### src/inc/eac_regs.vh
// constants of the serial memory client: control byte fields, widths, write timer
// assumes inclusion by bare name from the design files under verilog/
`ifndef EAC_REGS_VH
`define EAC_REGS_VH

// ==========================================================
// control byte layout
`define EAC_DEV_TYPE        4'hA
`define EAC_TYPE_MSB        7
`define EAC_TYPE_LSB        4
`define EAC_SEL_MSB         3
`define EAC_SEL_LSB         1
`define EAC_RW_BIT          0

// ==========================================================
// array and buffer shape
`define EAC_ADDR_W          8
`define EAC_DATA_W          8
`define EAC_FIFO_DEPTH      4
`define EAC_FIFO_AW         2
`define EAC_PTR_RST         8'h00
`define EAC_PTR_STEP        8'h01

// ==========================================================
// bit counter values
`define EAC_BITS_PER_BYTE   4'h8
`define EAC_CNT_RST         4'h0
`define EAC_CNT_ONE         4'h1

// ==========================================================
// write cycle timing
`define EAC_CLK_MHZ         50
`define EAC_WRITE_TIME_US   5000
`define EAC_WRITE_CYCLES    (`EAC_WRITE_TIME_US * `EAC_CLK_MHZ)
`define EAC_TMR_W           24

`endif

### src/verilog/eac_top_unused_guard.v
// spare design file: holds no logic of its own
// assumes the block's modules are eac_top, eac_fifo and eac_mem

### src/verilog/eac_fifo.v
// small first-in first-out buffer with valid/ready on both sides and a flush
// assumes one clock and a synchronous active-high reset
`timescale 1ns/1ps

module eac_fifo #(
    parameter WIDTH = 16,
    parameter DEPTH = 4,
    parameter AW    = 2
) (
    input  wire             clk,
    input  wire             srst,
    input  wire             flush,
    input  wire             in_valid,
    output wire             in_ready,
    input  wire [WIDTH-1:0] in_data,
    output wire             out_valid,
    input  wire             out_ready,
    output wire [WIDTH-1:0] out_data
);

    reg [WIDTH-1:0] store [0:DEPTH-1];
    reg [AW:0]      wr_ptr_ff;
    reg [AW:0]      rd_ptr_ff;

    wire full  = (wr_ptr_ff[AW] != rd_ptr_ff[AW]) && (wr_ptr_ff[AW-1:0] == rd_ptr_ff[AW-1:0]);
    wire empty = (wr_ptr_ff == rd_ptr_ff);
    wire push  = in_valid & ~full;
    wire pop   = out_ready & ~empty;

    assign in_ready  = ~full;
    assign out_valid = ~empty;
    assign out_data  = store[rd_ptr_ff[AW-1:0]];

    always @(posedge clk) begin
        if (push) begin
            store[wr_ptr_ff[AW-1:0]] <= in_data;
        end
    end

    always @(posedge clk) begin
        if (srst || flush) begin
            wr_ptr_ff <= {(AW+1){1'b0}};
            rd_ptr_ff <= {(AW+1){1'b0}};
        end else begin
            if (push) begin
                wr_ptr_ff <= wr_ptr_ff + {{AW{1'b0}}, 1'b1};
            end
            if (pop) begin
                rd_ptr_ff <= rd_ptr_ff + {{AW{1'b0}}, 1'b1};
            end
        end
    end

endmodule

### src/verilog/eac_mem.v
// byte array with one write port and one asynchronous read port
// assumes one clock; contents start at zero and are never reset
`timescale 1ns/1ps

module eac_mem #(
    parameter AW = 8,
    parameter DW = 8
) (
    input  wire          clk,
    input  wire          wr_en,
    input  wire [AW-1:0] wr_addr,
    input  wire [DW-1:0] wr_data,
    input  wire [AW-1:0] rd_addr,
    output wire [DW-1:0] rd_data
);

    reg [DW-1:0] cells [0:(1<<AW)-1];
    integer      i;

    initial begin
        for (i = 0; i < (1<<AW); i = i + 1) begin
            cells[i] = {DW{1'b0}};
        end
    end

    always @(posedge clk) begin
        if (wr_en) begin
            cells[wr_addr] <= wr_data;
        end
    end

    assign rd_data = cells[rd_addr];

endmodule

### src/verilog/eac_top.v
// two-wire bus client of a small byte memory: reads, pointer, write cycle and busy polling
// assumes SCL and SDA arrive asynchronously and the bus host keeps its own protocol
//
// Notes on behaviour
// RULE1: control bytes addressed here are not acknowledged while the write cycle runs.
// RULE2: the timed write cycle starts at the Stop ending a write, never earlier.
// RULE3: host polls after Stop with Start and control byte, read/write bit zero.
// RULE4: control byte is acknowledged once the cycle ends; host then continues.
// RULE5: a read starts like a write but with read/write bit one.
// RULE6: pointer holds last accessed location plus one for current-address reads.
// RULE7: read control byte is acknowledged, then one 8-bit word is driven out.
// RULE8: host not-acknowledge then Stop ends the read; the data line is released.
// RULE9: word address inside a write loads the pointer before repeated Start aborts.
// RULE10: after repeated Start, read control byte returns the byte at loaded address.
// RULE11: each host acknowledge during a read sends the next sequential byte.
// RULE12: pointer steps by one after every byte read or written.
// RULE13: host software may use the three select bits as upper address bits.
// RULE14: the pointer never carries into the select bits; reads stay in one device.
// RULE15: array writes are blocked while the supply detector reports low supply.
// RULE16: memory commands answered only when the type field equals 1010.
// RULE17: control bits 3 to 1 must equal the three device select pins.
// RULE18: a counter times the write cycle; busy holds from Stop until it expires.
// RULE19: the 8-bit pointer wraps from the last location back to zero.
`timescale 1ns/1ps
`include "eac_regs.vh"

module eac_top #(
    parameter WRITE_CYCLES = `EAC_WRITE_CYCLES,
    parameter FIFO_DEPTH   = `EAC_FIFO_DEPTH,
    parameter FIFO_AW      = `EAC_FIFO_AW
) (
    input  wire       CORE_CLK,
    input  wire       SRST,
    input  wire       SCL_I,
    input  wire       SDA_I,
    output wire       SDA_O,
    output wire       SDA_OE_N,
    input  wire [2:0] DEVICE_SELECT_PINS,
    input  wire       SUPPLY_LOW,
    output wire       WRITE_BUSY
);

    // ==========================================================
    // local codes
    localparam ST_IDLE = 5'b00001;
    localparam ST_RX   = 5'b00010;
    localparam ST_ACK  = 5'b00100;
    localparam ST_TX   = 5'b01000;
    localparam ST_RACK = 5'b10000;

    localparam KD_CTRL  = 2'h0;
    localparam KD_WADDR = 2'h1;
    localparam KD_WDATA = 2'h2;

    localparam AW = `EAC_ADDR_W;
    localparam DW = `EAC_DATA_W;
    localparam FW = AW + DW;

    localparam integer          TMR_LOAD_I = WRITE_CYCLES - 1;
    localparam [`EAC_TMR_W-1:0] TMR_LOAD = TMR_LOAD_I[`EAC_TMR_W-1:0];
    localparam [`EAC_TMR_W-1:0] TMR_ZERO = 24'h00_0000;
    localparam [`EAC_TMR_W-1:0] TMR_STEP = 24'h00_0001;

    // ==========================================================
    // functions
    function ctrl_match;
        input [7:0] ctrl;
        input [2:0] sel;
        begin
            ctrl_match = (ctrl[`EAC_TYPE_MSB:`EAC_TYPE_LSB] == `EAC_DEV_TYPE) &&
                         (ctrl[`EAC_SEL_MSB:`EAC_SEL_LSB] == sel);
        end
    endfunction

    // pointer is exactly AW bits wide, so the step wraps to zero [RULE19]
    function [AW-1:0] ptr_inc;
        input [AW-1:0] ptr;
        begin
            ptr_inc = ptr + `EAC_PTR_STEP;
        end
    endfunction

    // ==========================================================
    // input synchronisers
    reg       scl_s1_ff;
    reg       scl_s2_ff;
    reg       scl_s3_ff;
    reg       sda_s1_ff;
    reg       sda_s2_ff;
    reg       sda_s3_ff;
    reg [2:0] sel_s1_ff;
    reg [2:0] sel_s2_ff;
    reg       low_s1_ff;
    reg       low_s2_ff;

    always @(posedge CORE_CLK) begin
        if (SRST) begin
            scl_s1_ff <= 1'b1;
            scl_s2_ff <= 1'b1;
            scl_s3_ff <= 1'b1;
            sda_s1_ff <= 1'b1;
            sda_s2_ff <= 1'b1;
            sda_s3_ff <= 1'b1;
            sel_s1_ff <= 3'h0;
            sel_s2_ff <= 3'h0;
            low_s1_ff <= 1'b1;
            low_s2_ff <= 1'b1;
        end else begin
            scl_s1_ff <= SCL_I;
            scl_s2_ff <= scl_s1_ff;
            scl_s3_ff <= scl_s2_ff;
            sda_s1_ff <= SDA_I;
            sda_s2_ff <= sda_s1_ff;
            sda_s3_ff <= sda_s2_ff;
            sel_s1_ff <= DEVICE_SELECT_PINS;
            sel_s2_ff <= sel_s1_ff;
            low_s1_ff <= SUPPLY_LOW;
            low_s2_ff <= low_s1_ff;
        end
    end

    wire scl_rise  = scl_s2_ff & ~scl_s3_ff;
    wire scl_fall  = ~scl_s2_ff & scl_s3_ff;
    wire start_det = scl_s2_ff & scl_s3_ff & ~sda_s2_ff & sda_s3_ff;
    wire stop_det  = scl_s2_ff & scl_s3_ff & sda_s2_ff & ~sda_s3_ff;

    // ==========================================================
    // state
    reg [4:0]    state_ff;
    reg [1:0]    kind_ff;
    reg [7:0]    shreg_ff;
    reg [3:0]    cnt_ff;
    reg          oe_n_ff;
    reg [AW-1:0] ptr_ff;
    reg          rw_ff;
    reg          ack_ff;
    reg          push_ff;
    reg [FW-1:0] push_data_ff;
    reg          pend_ff;
    reg          go_ff;
    reg          flush_ff;
    reg          busy_ff;
    reg [`EAC_TMR_W-1:0] tmr_ff;

    reg [4:0]    nxt_state;
    reg [1:0]    nxt_kind;
    reg [7:0]    nxt_shreg;
    reg [3:0]    nxt_cnt;
    reg          nxt_oe_n;
    reg [AW-1:0] nxt_ptr;
    reg          nxt_rw;
    reg          nxt_ack;
    reg          nxt_push;
    reg [FW-1:0] nxt_push_data;
    reg          nxt_pend;
    reg          nxt_go;
    reg          nxt_flush;

    wire          fifo_in_ready;
    wire          fifo_out_valid;
    wire [FW-1:0] fifo_out_data;
    wire [DW-1:0] mem_rd_data;

    // ==========================================================
    // acknowledge decision for the byte just received
    wire ctrl_hit = ctrl_match(shreg_ff, sel_s2_ff) & ~busy_ff; // [RULE1] [RULE16] [RULE17] [RULE4]
    reg  rx_ack;

    always @* begin
        rx_ack = 1'b0;
        case (kind_ff)
            KD_CTRL: begin
                rx_ack = ctrl_hit;
            end
            KD_WADDR: begin
                rx_ack = 1'b1;
            end
            KD_WDATA: begin
                rx_ack = fifo_in_ready;
            end
            default: begin
                rx_ack = 1'b0;
            end
        endcase
    end

    // ==========================================================
    // bus protocol engine
    always @* begin
        nxt_state     = state_ff;
        nxt_kind      = kind_ff;
        nxt_shreg     = shreg_ff;
        nxt_cnt       = cnt_ff;
        nxt_oe_n      = oe_n_ff;
        nxt_ptr       = ptr_ff;
        nxt_rw        = rw_ff;
        nxt_ack       = ack_ff;
        nxt_push      = 1'b0;
        nxt_push_data = push_data_ff;
        nxt_pend      = pend_ff;
        nxt_go        = 1'b0;
        nxt_flush     = 1'b0;
        if (stop_det) begin
            nxt_state = ST_IDLE;
            nxt_oe_n  = 1'b1; // [RULE8]
            if (pend_ff) begin
                nxt_go   = 1'b1; // [RULE2]
                nxt_pend = 1'b0;
            end
        end else if (start_det) begin
            nxt_state = ST_RX;
            nxt_kind  = KD_CTRL;
            nxt_cnt   = `EAC_CNT_RST;
            nxt_oe_n  = 1'b1;
            if (pend_ff) begin
                // write abandoned without Stop: its bytes are dropped [RULE2]
                nxt_flush = 1'b1;
                nxt_pend  = 1'b0;
            end
        end else begin
            case (state_ff)
                ST_IDLE: begin
                    nxt_oe_n = 1'b1;
                end
                ST_RX: begin
                    if (scl_rise) begin
                        nxt_shreg = {shreg_ff[6:0], sda_s2_ff};
                        nxt_cnt   = cnt_ff + `EAC_CNT_ONE;
                    end else if (scl_fall && (cnt_ff == `EAC_BITS_PER_BYTE)) begin
                        nxt_ack   = rx_ack;
                        nxt_oe_n  = ~rx_ack;
                        nxt_state = ST_ACK;
                        if (kind_ff == KD_CTRL) begin
                            nxt_rw = shreg_ff[`EAC_RW_BIT]; // [RULE5]
                        end
                        if (kind_ff == KD_WADDR) begin
                            nxt_ptr = shreg_ff; // [RULE9]
                        end
                        if ((kind_ff == KD_WDATA) && rx_ack) begin
                            nxt_push      = 1'b1;
                            nxt_push_data = {ptr_ff, shreg_ff};
                            nxt_ptr       = ptr_inc(ptr_ff); // [RULE12] [RULE6]
                            nxt_pend      = 1'b1;
                        end
                    end
                end
                ST_ACK: begin
                    if (scl_fall) begin
                        nxt_oe_n = 1'b1;
                        if (!ack_ff) begin
                            nxt_state = ST_IDLE;
                        end else if ((kind_ff == KD_CTRL) && rw_ff) begin
                            // first bit of the byte at the pointer goes out now [RULE7] [RULE10] [RULE6]
                            nxt_oe_n  = mem_rd_data[7];
                            nxt_shreg = {mem_rd_data[6:0], 1'b0};
                            nxt_ptr   = ptr_inc(ptr_ff); // [RULE12] [RULE14]
                            nxt_cnt   = `EAC_CNT_ONE;
                            nxt_state = ST_TX;
                        end else begin
                            nxt_cnt   = `EAC_CNT_RST;
                            nxt_state = ST_RX;
                            nxt_kind  = (kind_ff == KD_CTRL) ? KD_WADDR : KD_WDATA;
                        end
                    end
                end
                ST_TX: begin
                    if (scl_fall) begin
                        if (cnt_ff == `EAC_BITS_PER_BYTE) begin
                            nxt_oe_n  = 1'b1;
                            nxt_state = ST_RACK;
                        end else begin
                            nxt_oe_n  = shreg_ff[7];
                            nxt_shreg = {shreg_ff[6:0], 1'b0};
                            nxt_cnt   = cnt_ff + `EAC_CNT_ONE;
                        end
                    end
                end
                ST_RACK: begin
                    if (scl_rise) begin
                        if (!sda_s2_ff) begin
                            // host acknowledge: reuse the load path for the next byte [RULE11]
                            nxt_ack   = 1'b1;
                            nxt_state = ST_ACK;
                        end else begin
                            nxt_state = ST_IDLE; // [RULE8]
                        end
                    end
                end
                default: begin
                    nxt_state = ST_IDLE;
                    nxt_oe_n  = 1'b1;
                end
            endcase
        end
    end

    always @(posedge CORE_CLK) begin
        if (SRST) begin
            state_ff     <= ST_IDLE;
            kind_ff      <= KD_CTRL;
            shreg_ff     <= 8'h00;
            cnt_ff       <= `EAC_CNT_RST;
            oe_n_ff      <= 1'b1;
            ptr_ff       <= `EAC_PTR_RST;
            rw_ff        <= 1'b0;
            ack_ff       <= 1'b0;
            push_ff      <= 1'b0;
            push_data_ff <= 16'h0000;
            pend_ff      <= 1'b0;
            go_ff        <= 1'b0;
            flush_ff     <= 1'b0;
        end else begin
            state_ff     <= nxt_state;
            kind_ff      <= nxt_kind;
            shreg_ff     <= nxt_shreg;
            cnt_ff       <= nxt_cnt;
            oe_n_ff      <= nxt_oe_n;
            ptr_ff       <= nxt_ptr;
            rw_ff        <= nxt_rw;
            ack_ff       <= nxt_ack;
            push_ff      <= nxt_push;
            push_data_ff <= nxt_push_data;
            pend_ff      <= nxt_pend;
            go_ff        <= nxt_go;
            flush_ff     <= nxt_flush;
        end
    end

    // ==========================================================
    // write cycle timer and busy flag
    wire tmr_done = (tmr_ff == TMR_ZERO);

    always @(posedge CORE_CLK) begin
        if (SRST) begin
            busy_ff <= 1'b0;
            tmr_ff  <= TMR_ZERO;
        end else if (go_ff) begin
            busy_ff <= 1'b1; // [RULE18] [RULE2]
            tmr_ff  <= TMR_LOAD;
        end else if (busy_ff) begin
            if (!tmr_done) begin
                tmr_ff <= tmr_ff - TMR_STEP;
            end else if (!fifo_out_valid) begin
                busy_ff <= 1'b0; // [RULE18]
            end
        end
    end

    // ==========================================================
    // write buffer, drained into the array only during the write cycle
    wire drain_ready = busy_ff;
    wire mem_wr_en   = fifo_out_valid & drain_ready & ~low_s2_ff; // [RULE15]

    eac_fifo #(
        .WIDTH (FW),
        .DEPTH (FIFO_DEPTH),
        .AW    (FIFO_AW)
    ) u_fifo (
        .clk       (CORE_CLK),
        .srst      (SRST),
        .flush     (flush_ff),
        .in_valid  (push_ff),
        .in_ready  (fifo_in_ready),
        .in_data   (push_data_ff),
        .out_valid (fifo_out_valid),
        .out_ready (drain_ready),
        .out_data  (fifo_out_data)
    );

    eac_mem #(
        .AW (AW),
        .DW (DW)
    ) u_mem (
        .clk     (CORE_CLK),
        .wr_en   (mem_wr_en),
        .wr_addr (fifo_out_data[FW-1:DW]),
        .wr_data (fifo_out_data[DW-1:0]),
        .rd_addr (ptr_ff),
        .rd_data (mem_rd_data)
    );

    // ==========================================================
    // outputs
    assign SDA_O      = 1'b0;
    assign SDA_OE_N   = oe_n_ff;
    assign WRITE_BUSY = busy_ff;

endmodule

### config.mk
export PLATFORM = sky130hd
export DESIGN_NAME = eac_top
export DESIGN_NICKNAME = d
export VERILOG_FILES = /design/src/verilog/eac_top_unused_guard.v /design/src/verilog/eac_fifo.v /design/src/verilog/eac_mem.v /design/src/verilog/eac_top.v
export VERILOG_INCLUDE_DIRS = /design/src /design/src/inc
export SDC_FILE = /design/constraint.sdc
export NUM_CORES = 2
export LEC_CHECK = 0
export ABC_CLOCK_PERIOD_IN_PS = 3700
export BUFFER_PORTS_ARGS = -buffer_cell sky130_fd_sc_hd__buf_4
export CAP_MARGIN = 20
export CORE_MARGIN = 2
export CORE_UTILIZATION = 32
export DETAILED_ROUTE_END_ITERATION = 10
export SYNTH_ARGS = -nofsm -noshare
export SYNTH_HDL_FRONTEND = slang
export SYNTH_HIERARCHICAL = 1
export SYNTH_SLANG_ARGS = --single-unit
export TNS_END_PERCENT = 5
### constraint.sdc
create_clock -name CORE_CLK -period 3.7 [get_ports CORE_CLK]
set_input_delay 0.74 -clock CORE_CLK [delete_from_list [all_inputs] [get_ports CORE_CLK]]
set_output_delay 0.74 -clock CORE_CLK [all_outputs]
set_load 0.01 [all_outputs]
==> out/qor.csv <==
stage,metric,value,unit
die,boundaryPins,11,
synth,syn_area,86400,um^2
die,fp-row-count,190,
die,die-area,274000,um^2
clock_network,clockBufferDepth,3,
synth,syn_area_per_cell,19.7,um^2
drt,wl,215,mm
critical_path,worstPathCellList,buf_12 -> buf_4 -> mux4_2 -> a22o_1 -> a221oi_1 -> o32ai_1 -> nor3_1 -> nor4_1 -> nand2_1 -> a21o_1 -> a21oi_1,
critical_path,cpLargestDelayFamily,compound AO/OA/AOI/OAI gates,
drt,via_per_inst,5.23,
global_routing,grt_use_total,0.154,
critical_path,crit_buf_inv,2,
global_routing,grt_start_max_net_pins,257,
drt,drt-wirelength-per-cell,25.0,um
critical_path,rr_worst_depth,11,
synth,yosysSeqAreaShare,0.756,
cells_and_area,areaGrowthSynthToFinish,16.4,%
timing,holdWs,0.0952,ns
timing,tightest_slew,1.14,ns
clock_network,htreeDepth,4,
critical_path,cp_num_cells,11,
timing,max_freq,279,MHz
synth,yosys_warnings,6,
timing,setup_viol,0,
power_and_ir_drop,vdd_drop_max,0.515,mV
clock_network,clk_pin_slew,0.07,ns
status,status,"finished, final reports clean",
place,hpwl,136,mm
hold_path,hp-start,SUPPLY_LOW,
synth,synth.largest_area_cell,edfxtp_1,
global_routing,grt_pass1_vias,44500,
synth,synth_commonest_cells,"edfxtp_1, mux4_2, nor2_1",
synth,synth.most_common_cell,edfxtp_1,
timing,relSlewSlack,0.243,
global_routing,grt_pass1_wl,313,mm
clock_network,cts-root-buf,clkbuf_16,
drt,drc,0,
timing,finalCriticalPeriod,3.59,ns
cells_and_area,stdcell_area,101000,um^2
clock_network,cts.sinks,2209,
clock_network,post-cts-setup-buffers,0,
hold_path,hold_depth,2,
clock_network,cts_tree,built,
synth,synthFlopType,edfxtp_1,
critical_path,worstPathRequired,4.38,ns
global_routing,overflow,0,
power_and_ir_drop,power_density,491,nW/um^2
synth,syn-instance-count,4380,
place,port_buffers,9,
timing,rsz0062_at_grt,no,
power_and_ir_drop,p_leak,30.4,nW
synth,synth_cell_types,80,
synth,netlist.area_leader.share,0.734,
critical_path,cp-start-kind,register,
drt,vias,44900,
die,start_util,0.322,
timing,hold_viol,0,
synth,async_reset_ff_frac,0,
timing,finalCritPeriodShare,0.970,
timing,skew,0.0383,ns
synth,synth_area_leaders,"edfxtp_1, mux4_2, dfxtp_1, mux2i_1, nor2_1",
synth,synth_edf_count,2112,
synth,synth_seq_cells,2209,
clock_network,cts_buffers,211,
drt,drt-pass1-iter-count,6,
job,cap_violations,0,
critical_path,timing.rr.start,ptr_ff[1],
clock_network,insertion_delay,0.84,ns
critical_path,arrival,4.27,ns
clock_network,cts_hold_buf,0,
place,routabilityCongestion,0.827,
drt,drt_iter0_drc,5427,
critical_path,cp-startpoint,ptr_ff[1],
cells_and_area,final_nets,4873,
critical_path,path_class,register to register,
synth,synth_nets,4398,
drt,antenna_left,0,
cells_and_area,fillers,24200,
die,die_h,524,um
die,die_width,524,um
critical_path,crit_slowest_cell,a221oi_1,
hold_path,min_path_type,primary input to register,
global_routing,antenna_found_initial,6,
critical_path,end_kind,register,
place,postPlaceCellArea,93900,um^2
timing,drv_slew,0,
die,core-area,268000,um^2
cells_and_area,drive_gt1_frac,0.268,
critical_path,path_max_fanout,14,
critical_path,cpPeakStageDelay,0.62,ns
placed cells by master, fill, tap and decap left out, types with 33 or more instances in the layout:
cell and n:
a22oi_1 139, buf_4 477, mux2i_1 142, nor2_1 332, nor2b_1 39, clkinv_2 39, mux4_2 462, dfxtp_1 91
edfxtp_1 2112, nand2_1 115, clkbuf_1 44, nand3_1 54, clkbuf_16 214, o221ai_1 47, nor3_1 33, buf_12 47
clkinv_1 50, a21oi_1 142
state kept, by name, summed over array words and instances (netlist names), 2 cells and up, named ones only:
| signal | cells |
|---|---|
| sel_s1_ff | 3 |
| u_fifo/store | 64 |
| tmr_ff | 24 |
| push_data_ff | 16 |
| sel_s2_ff | 3 |
| u_fifo/wr_ptr_ff | 3 |
| kind_ff | 2 |
| ptr_ff | 8 |
| u_fifo/rd_ptr_ff | 3 |
| state_ff | 5 |
| shreg_ff | 8 |
| cnt_ff | 4 |
| u_mem/cells | 2048 |
cells by family after synthesis:
logic type      count (synthesis)  synth area share
buf+inv                       272            0.0188
other cells                     1         0.0000434
simple gates                  740            0.0407
mux                           617             0.140
compound gates                499            0.0397
xor+xnor                       32           0.00324
fa+ha+maj                      10           0.00145
flops                        2209             0.756
report_power, final:
part | switching [W] | leakage, nW | internal [W]
clock | 0.00929 | 3.24 | 0.0116
sequential | 0.0000156 | 19.8 | 0.0276
combinational | 0.000767 | 7.41 | 0.000142
path summary, 6_finish.rpt:
| check | endpoint | slack (ns) |
|---|---|---|
| worst max-delay path | shreg_ff[4] | 0.11 |
| worst min-delay path | low_s1_ff | 0.1 |
| worst max register to register | shreg_ff[4] | 0.11 |
| worst min register to register | low_s2_ff | 0.44 |
area by class of cell:
cell class	instances	area, um^2	area share
flip-flops and latches	2209	65400	0.650
clock buffers	258	5520	0.0549
well taps	3552	4440	0.0442
diodes	2	5.00	0.0000498
inverters	10	37.5	0.000373
repair buffers	524	4520	0.0450
clock inverters	124	1110	0.0111
multi-input cells	1899	19600	0.195
routing by layer:
| layer | vias to the layer above | track usage | part of all wire |
|---|---|---|---|
| li1 | 19000 | - | - |
| met1 | 23800 | 0.222 | 0.43 |
| met5 | - | 0 | 0.000061 |
| met3 | 292 | 0.0260 | 0.076 |
| met2 | 1768 | 0.245 | 0.47 |
| met4 | 2 | 0.0366 | 0.022 |
repair_timing:
action                     4_1_cts  5_1_grt
hold endpoints to repair         0        0
resized for setup                0        4
setup endpoints to repair        0        3
stage by stage:
step	util	worst slack, ns	TNS (ns)	total power, W	instances
floorplan	-	0.497	0	0.0286	4380
global placement	0.350	-0.294	-0.520	0.0290	8194
detailed placement	0.350	0.0844	0	0.0291	8194
CTS	0.375	0.0378	0	0.0499	8576
global route	0.375	0.00270	0	0.0509	8578
finish	0.375	0.111	0	0.0494	8578
(Power assumes the default switching activity.)
